<file path="src/hdl/mpch_pkg.sv">
package mpch_pkg;
	localparam int MPCH_DATA_W = 16;
	localparam int MPCH_ADDR_W = 15;
	localparam logic MPCH_RST_FAULT = 1'b0;
	localparam logic MPCH_RST_HALT = 1'b0;
	localparam logic MPCH_RST_PBIT = 1'b0;
	localparam logic [MPCH_DATA_W-1:0] MPCH_RST_DATA = 16'h0000;
	localparam logic [MPCH_ADDR_W-1:0] MPCH_RST_ADDR = 15'h0000;
	localparam int MPCH_PIPE_STAGES = 2;
	typedef enum logic [1:0] {
		MPCH_RESP_IGNORE = 2'b01,
		MPCH_RESP_STOP = 2'b10
	} mpch_resp_t;
endpackage

</file>
<file path="src/hdl/mpch_check.sv">
// Behaviour
// stop position plus read parity mismatch halts the processor
// violation register latches current address, may be one or two past fault
// on indirect access latched address may lie in another module
// data plus parity must hold even ones, else parity fault
// internal preset clears the latched parity fault indication
// cycle, step and bump operations rewrite parity; manual display does not
// parity bit of last read word shown beside display data
// every write generates parity giving even ones overall
`timescale 1ns/10ps
module mpch_check #(
	parameter int DATA_W = mpch_pkg::MPCH_DATA_W,
	parameter int ADDR_W = mpch_pkg::MPCH_ADDR_W
) (
	input wire logic mclk,
	input wire logic reset_n,
	input wire logic stop_on_fault,
	input wire logic internal_preset,
	input wire logic mem_rd_valid,
	input wire logic [DATA_W-1:0] mem_rd_data,
	input wire logic mem_rd_parity,
	input wire logic [ADDR_W-1:0] cur_addr,
	input wire logic mem_wr_en,
	input wire logic [DATA_W-1:0] mem_wr_data,
	input wire logic panel_cycle_op,
	output logic mem_wr_parity,
	output logic mem_wr_commit,
	output logic parity_fault,
	output logic processor_halt,
	output logic [ADDR_W-1:0] violation_addr,
	output logic [DATA_W-1:0] display_data,
	output logic display_parity
);
	import mpch_pkg::*;

	// the state struct takes its widths from the package, no other width is served
	if (DATA_W != MPCH_DATA_W) begin : g_bad_data_w
		$error("mpch_check: DATA_W must equal MPCH_DATA_W");
	end

	if (ADDR_W != MPCH_ADDR_W) begin : g_bad_addr_w
		$error("mpch_check: ADDR_W must equal MPCH_ADDR_W");
	end

	// one stage would let a metastable level reach the fault logic
	if (MPCH_PIPE_STAGES < 2) begin : g_bad_sync
		$error("mpch_check: panel switches need two sync stages");
	end

	// all state of the block in one register
	typedef struct packed {
		logic [MPCH_PIPE_STAGES-1:0] stop_sync;
		logic [MPCH_PIPE_STAGES-1:0] preset_sync;
		logic preset_prev;
		logic fault;
		logic halt;
		logic [MPCH_ADDR_W-1:0] vaddr;
		logic [MPCH_DATA_W-1:0] ddata;
		logic dpar;
		logic wpar;
		logic wcommit;
	} mpch_state_t;

	// value loaded while reset_n is low
	localparam mpch_state_t MPCH_STATE_RST = '{
		stop_sync: '0,
		preset_sync: '0,
		preset_prev: 1'b0,
		fault: MPCH_RST_FAULT,
		halt: MPCH_RST_HALT,
		vaddr: MPCH_RST_ADDR,
		ddata: MPCH_RST_DATA,
		dpar: MPCH_RST_PBIT,
		wpar: 1'b0,
		wcommit: 1'b0
	};

	mpch_state_t s_q;
	mpch_state_t s_d;

	// even parity: the bit makes the total count of ones even
	function automatic logic mpch_gen_parity(input logic [MPCH_DATA_W-1:0] d);
		logic acc;
		acc = 1'b0;
		for (int i = 0; i < MPCH_DATA_W; i++) begin
			acc = acc ^ d[i];
		end
		return acc;
	endfunction

	// odd count of ones over data plus parity marks a bad word
	function automatic logic mpch_word_bad(
		input logic [MPCH_DATA_W-1:0] d,
		input logic p
	);
		return mpch_gen_parity(d) ^ p;
	endfunction

	// one step of a sync chain; the pin enters at bit 0
	function automatic logic [MPCH_PIPE_STAGES-1:0] mpch_sync_step(
		input logic [MPCH_PIPE_STAGES-1:0] chain,
		input logic pin
	);
		return {chain[MPCH_PIPE_STAGES-2:0], pin};
	endfunction

	// switch level to response mode
	function automatic mpch_resp_t mpch_resp_of(
		input logic level
	);
		if (level) begin
			return MPCH_RESP_STOP;
		end else begin
			return MPCH_RESP_IGNORE;
		end
	endfunction

	// next halt level; a repeat fault keeps any halt that preset left
	function automatic logic mpch_next_halt(
		input logic keep,
		input logic stop
	);
		return keep || stop;
	endfunction

	logic rd_bad;
	logic mismatch;
	logic stop_mode;
	mpch_resp_t resp_mode;
	logic halt_on_fault;
	logic preset_level;
	logic preset_pulse;
	logic first_fault;
	logic repeat_fault;
	logic halt_keep;
	logic wr_par_d;
	logic wr_commit_d;

	// read side
	assign rd_bad = mpch_word_bad(mem_rd_data, mem_rd_parity);
	assign mismatch = mem_rd_valid && rd_bad;

	// only the second flip-flop of each chain is read by logic
	assign stop_mode = s_q.stop_sync[MPCH_PIPE_STAGES-1];
	assign preset_level = s_q.preset_sync[MPCH_PIPE_STAGES-1];

	assign resp_mode = mpch_resp_of(stop_mode);
	assign halt_on_fault = (resp_mode == MPCH_RESP_STOP);

	// preset acts on its edge, so a held switch does not mask later faults
	assign preset_pulse = preset_level && !s_q.preset_prev;

	// only the first fault since preset may load the address
	assign first_fault = mismatch && !s_q.fault;
	assign repeat_fault = mismatch && s_q.fault;
	assign halt_keep = s_q.halt && !preset_pulse;

	// write side
	assign wr_par_d = mpch_gen_parity(mem_wr_data);
	assign wr_commit_d = mem_wr_en && panel_cycle_op;

	always_comb begin
		s_d = s_q;

		// panel switches are asynchronous, so both pass a two-stage sync
		s_d.stop_sync = mpch_sync_step(s_q.stop_sync, stop_on_fault);
		s_d.preset_sync = mpch_sync_step(s_q.preset_sync, internal_preset);
		s_d.preset_prev = preset_level;

		// display keeps the last word read, good or bad
		if (mem_rd_valid) begin
			s_d.ddata = mem_rd_data;
			s_d.dpar = mem_rd_parity;
		end

		// preset first, so a fault in the same cycle wins over it
		if (preset_pulse) begin
			s_d.fault = 1'b0;
			s_d.halt = 1'b0;
		end

		if (first_fault) begin
			s_d.fault = 1'b1;
			// address is whatever the sequencer holds now; no rewind by design
			s_d.vaddr = cur_addr; // see
			s_d.halt = mpch_next_halt(1'b0, halt_on_fault);
		end else if (repeat_fault) begin
			// the first address stays, but a later fault may still stop the machine
			s_d.fault = 1'b1;
			s_d.halt = mpch_next_halt(halt_keep, halt_on_fault);
		end

		// manual display and load writes get parity but no commit
		s_d.wcommit = wr_commit_d;
		if (mem_wr_en) begin
			s_d.wpar = wr_par_d;
		end
	end

	always_ff @(posedge mclk or negedge reset_n) begin
		if (!reset_n) begin
			s_q <= MPCH_STATE_RST;
		end else begin
			s_q <= s_d;
		end
	end

	// memory write side
	assign mem_wr_parity = s_q.wpar;
	assign mem_wr_commit = s_q.wcommit;

	// panel indicators
	assign parity_fault = s_q.fault;
	assign processor_halt = s_q.halt;
	assign violation_addr = s_q.vaddr;

	// display register and its parity lamp
	assign display_data = s_q.ddata;
	assign display_parity = s_q.dpar;

endmodule

</file>
<file path="config.mk">
export PLATFORM = sky130hd
export DESIGN_NAME = mpch_check
export DESIGN_NICKNAME = d
export VERILOG_FILES = /design/src/hdl/mpch_pkg.sv /design/src/hdl/mpch_check.sv
export SDC_FILE = /design/constraint.sdc
export NUM_CORES = 1
export LEC_CHECK = 0
export BUFFER_PORTS_ARGS = -buffer_cell sky130_fd_sc_hd__buf_2
export CORE_MARGIN = 2
export CORE_UTILIZATION = 47
export DETAILED_ROUTE_END_ITERATION = 10
export GPL_TIMING_DRIVEN = 1
export PLACE_DENSITY = 0.8
export SLEW_MARGIN = 5
export SYNTH_ARGS = -nofsm -noshare
export SYNTH_HDL_FRONTEND = slang
export SYNTH_SLANG_ARGS = --single-unit
</file>
<file path="constraint.sdc">
create_clock -name mclk -period 1.4 [get_ports mclk]
set_input_delay 0 -clock mclk [delete_from_list [all_inputs] [get_ports mclk]]
set_output_delay 0 -clock mclk [all_outputs]
set_load 0.03 [all_outputs]
</file>
Word-level counts from Yosys, hierarchy flattened --
Cells that the tools add are included.
Word-level totals: bits in registers 41, input port bits 55, output and inout port bits 36
Cells by class: equality and inequality tests 1, mux-type cells 4, bitwise logic cells 31, reductions and logical operators 11
Operators with widths (count):
- $xor A1 B1 Y1 | 31
- $mux W2 | 4
- $logic_and A1 B1 Y1 | 6
- $logic_not A1 Y1 | 3
- $reduce_bool A3 Y1 | 1
- $eq A2 B2 Y1 const B | 1
- $logic_or A1 B1 Y1 | 1

Depth between registers and ports, before layout --
depth in word-level cells 20, mapped depth 7, gate-level depth less buffers 5

Worst setup path before layout --
No wires, ideal clock.
path kind input to register, start input mem_rd_data[6], end register s_q, in the netlist violation_addr[10], setup time 0.125 ns, data arrival time 1.608 ns, required time 1.275 ns, path slack -0.333 ns, stages on the path 7, buffers on the path 2, cell sequence xor2_1 > xnor3_1 > xnor3_1 > and3b_1 > buf_6 > buf_12 > mux2_4
Between the ends: word-level cells in the longest chain between the ends 13
RTL lines:
- start: declaration | RTL line mpch_check.sv:20 | input wire logic [DATA_W-1:0] mem_rd_data,
- $xor A1 B1 Y1 (10 in a row) | RTL line mpch_check.sv:86 | acc = acc ^ d[i];
- $xor A1 B1 Y1 | RTL line mpch_check.sv:96 | return mpch_gen_parity(d) ^ p;
- $logic_and A1 B1 Y1 | RTL line mpch_check.sv:141 | assign mismatch = mem_rd_valid && rd_bad;
- $logic_and A1 B1 Y1 | RTL line mpch_check.sv:154 | assign first_fault = mismatch && !s_q.fault;
- end signal: assignment | RTL line mpch_check.sv:202 | s_q <= MPCH_STATE_RST;
- end signal: assignment | RTL line mpch_check.sv:204 | s_q <= s_d;
- end: declaration | RTL line mpch_check.sv:78 | mpch_state_t s_q;
No other way between the ends. A chain may end at the register's enable or synchronous reset.

Worst setup path after layout --
Ends and elaborated chain as after synthesis.

==> metrics.md <==
| Metric | Value |
|---|---|
| Leakage power | `1.409 nW` |
| Setup TNS Final | `-2.256 ns` |
| Rel. slew slack | `0.6960` |
| Max Cap Viol | `0` |
| Fin crit period | `1.577 ns` |
| CTS tree | `built` |
| Core Rows | `23` |
| WP data arrival | `1.76 ns` |
| Sequential share of the synthesized area | `0.5015` |
| Setup crit end kind | `flop` |
| Cell area after placement | `approximately 0.0023 sq mm` |
| Synth area leaders | `dfrtp_1 (50%), mux2_2 (13%), buf_4 (11%), xnor2_1 (8.1%), mux2_4 (6.6%)` |
| Place WS | `-0.4567 ns` |
| Port Buf Inserts | `90` |
| Via-to-Cell Ratio | `4.651` |
| Area leader, netlist | `dfrtp_1` |
| Worst vdd ir | `719.7 uV` |
| Total number of yosys warnings | `0` |
| Setup CP Type | `in2reg` |
| CTS Buf Count | `5` |
| Core outline area | `0.004086 sq mm` |
| Commonest non-fill, non-tap cells in the layout | `buf_2 (88), dfrtp_1 (41), dlygate4sd3_1 (38)` |
| CP max FO | `8` |
| Post-Route WL | `4.533 mm` |
| Cell Area, Synth | `0.002046 sq mm` |
| DRC violations left | `0` |
| Count of clock tree sinks | `41` |
| Ys flop type | `dfrtp_1` |
| Routed length per instance | `15.06 microns` |
| Antenna violations before repair | `0` |
| Placer Congestion | `0.7183` |
| Launch point of the worst path | `mem_rd_data[6]` |
| Post-synth EDFFs | `0` |
| DRT Pass-1 Iters | `4` |
| Initial Utilization | `0.5006` |
| Via Count | `1,400` |
| Syn avg cell area | `roughly 14 sq um` |
| CP required | `1.58 ns` |
| Total global-route track usage | `0.1896` |
| Clk buf depth | `2` |
| Final antenna-violating net count | `0` |
| Area delta synth->final | `40.18%` |
| Io pins | `91` |
| Iter 0 DRT Violations | `55` |
| Clk_skew | `0.007692 ns` |
| Largest net degree at the start of global routing | `21` |
| Worst setup SP type | `input port` |
| H-Tree Depth | `2` |
| Design area | `0.002868 sq mm` |
| Commonest non-fill, non-tap cell in the layout | `buf_2` |
| Net count, final | `slightly above 300` |
| Worst-Margin Slew | `0.4560 ns` |
| Share of cells above drive strength 1 | `0.5458` |
| R2R setup slack | `approximately 0.07 ns` |
| Ys async rst share | `1.000` |
| R2r worst-path depth | `3` |
| Diodes inserted | `0` |
| Total gr overflow | `0` |
| Root Driver | `clkbuf_8` |
| Flop and latch count out of synthesis | `41` |
| RSZ-0062 raised after global routing | `yes` |
| Synth top area share | `0.5015` |
| Vias in the first global route | `1,499` |
| Die area | `0.004897 sq mm` |
| Max Clk Rate | `634.2 MHz` |
| Final worst-path cycle share | `1.126` |
| PwrDens | `1648 mW/mm^2` |
| Worst Setup EP | `violation_addr[10]$_DFFE_PN0P_` |
| First-pass GRT wire length | `7.065 mm` |
| Fin worst setup slack | `-0.1768 ns` |
| Distinct cells, synth | `18` |
| Hold Path Class | `in2async` |
| Clk slew on worst S/H paths | `approximately 0.080 ns` |
| Final Core Density | `0.7018` |
| Final slew viol count | `0` |
| Clk_lat worst skew | `roughly 0.3 ns` |
| R2R Path End | `violation_addr[4]$_DFFE_PN0P_` |
| Cells after Synth | `146` |
| Failing checks | `setup timing` |
| Final Hold Vio Count | `0` |
| Die height | `69.98 microns` |
| Syn nets | `201` |
| Run status | `complete, but fails checks` |
| Final setup violation count | `15` |
| Die span in x | `69.98 microns` |
| Hold_ws | `0.1901 ns` |
| RR Startpoint | `parity_fault$_DFFE_PN0P_` |
-- worst max-delay path, stage by stage --
cell	delay [ns]
buf_8	0.10
xor2_2	0.15
xnor3_1	0.42
xnor3_1	0.35
and3b_2	0.26
clkbuf_16	0.18
mux2_4	0.30
-- cells in the mapped netlist (2+ instances only) --
library cell	n
buf_6	2
dfrtp_1	41
nand2_1	4
buf_4	31
xnor3_1	4
xor2_1	4
mux2_2	23
mux2_4	9
xnor2_1	19
-- sequential cells by signal, indices dropped and copies added, names as in the netlist --
signal,flops
display_data,16
parity_fault,1
violation_addr,15
s_d,2
display_parity,1
preset_level,1
mem_wr_parity,1
mem_wr_commit,1
s_q,2
processor_halt,1
-- logic make-up after synthesis --
family	Yosys count	share of synthesized area
muxes	32	0.1927
xor gates and xnor gates	27	0.1425
buffers and inverters	36	0.1382
AOI/OAI and AO/OA	2	0.005504
and+or+nand+nor	8	0.01957
DFF	41	0.5015
-- repair_timing --
item,in CTS,in global routing
cloned,0,1
buffers inserted,0,0
hold buffers,38,0
pin swaps,0,1
gates resized for setup,0,7
hold endpoints to repair,54,0
endpoints found under the setup margin,15,15
-- where the power goes --
part / internal, mW / switching [mW]
clock network: 0.518 / 0.405
registers: 1.51 / 0.191
logic: 0.970 / 1.13
total: 3.00 / 1.73
-- layout make-up --
| class | instances | area (sq um) |
|---|---|---|
| repair buffers | 133 | 914.6 |
| inverters | 1 | 3.754 |
| clock inverters | 2 | 35.03 |
| fillers | 309 | 1219 |
| multi-input cells | 69 | 757.0 |
| well taps | 50 | 62.56 |
| flip-flops and latches | 41 | 1026 |
| clock buffers | 5 | 68.82 |
-- how the worst min path moves through the flow --
stage | depth (start not counted) | slack [ns] | startpoint | end
3_5_place_dp | 1 | -0.03 | reset_n | display_data[5]$_DFFE_PN0P_
2_1_floorplan | 0 | -0.30 | reset_n | display_data[0]$_DFFE_PN0P_
4_1_cts | 2 | 0.19 | reset_n | display_data[7]$_DFFE_PN0P_
5_1_grt | 2 | 0.20 | reset_n | parity_fault$_DFFE_PN0P_
3_3_place_gp | 1 | -0.03 | reset_n | display_data[5]$_DFFE_PN0P_
6_report | 2 | 0.19 | reset_n | display_data[8]$_DFFE_PN0P_
-- per-layer routing --
metal  routed length (microns)  track usage  part of all wire
met1                      1648       0.1993              0.36
met2                      2516       0.3481              0.56
met3                       237      0.04762             0.052
met4                       130      0.09402             0.029
met5                         0            0                 0
-- metrics by stage --
step,std cells,power [mW]
finish,301,4.727
global route,301,4.948
CTS,300,4.648
detailed placement,255,3.648
global placement,255,3.597
floorplan,146,3.490
No activity file was read; power rests on OpenSTA's default activity.
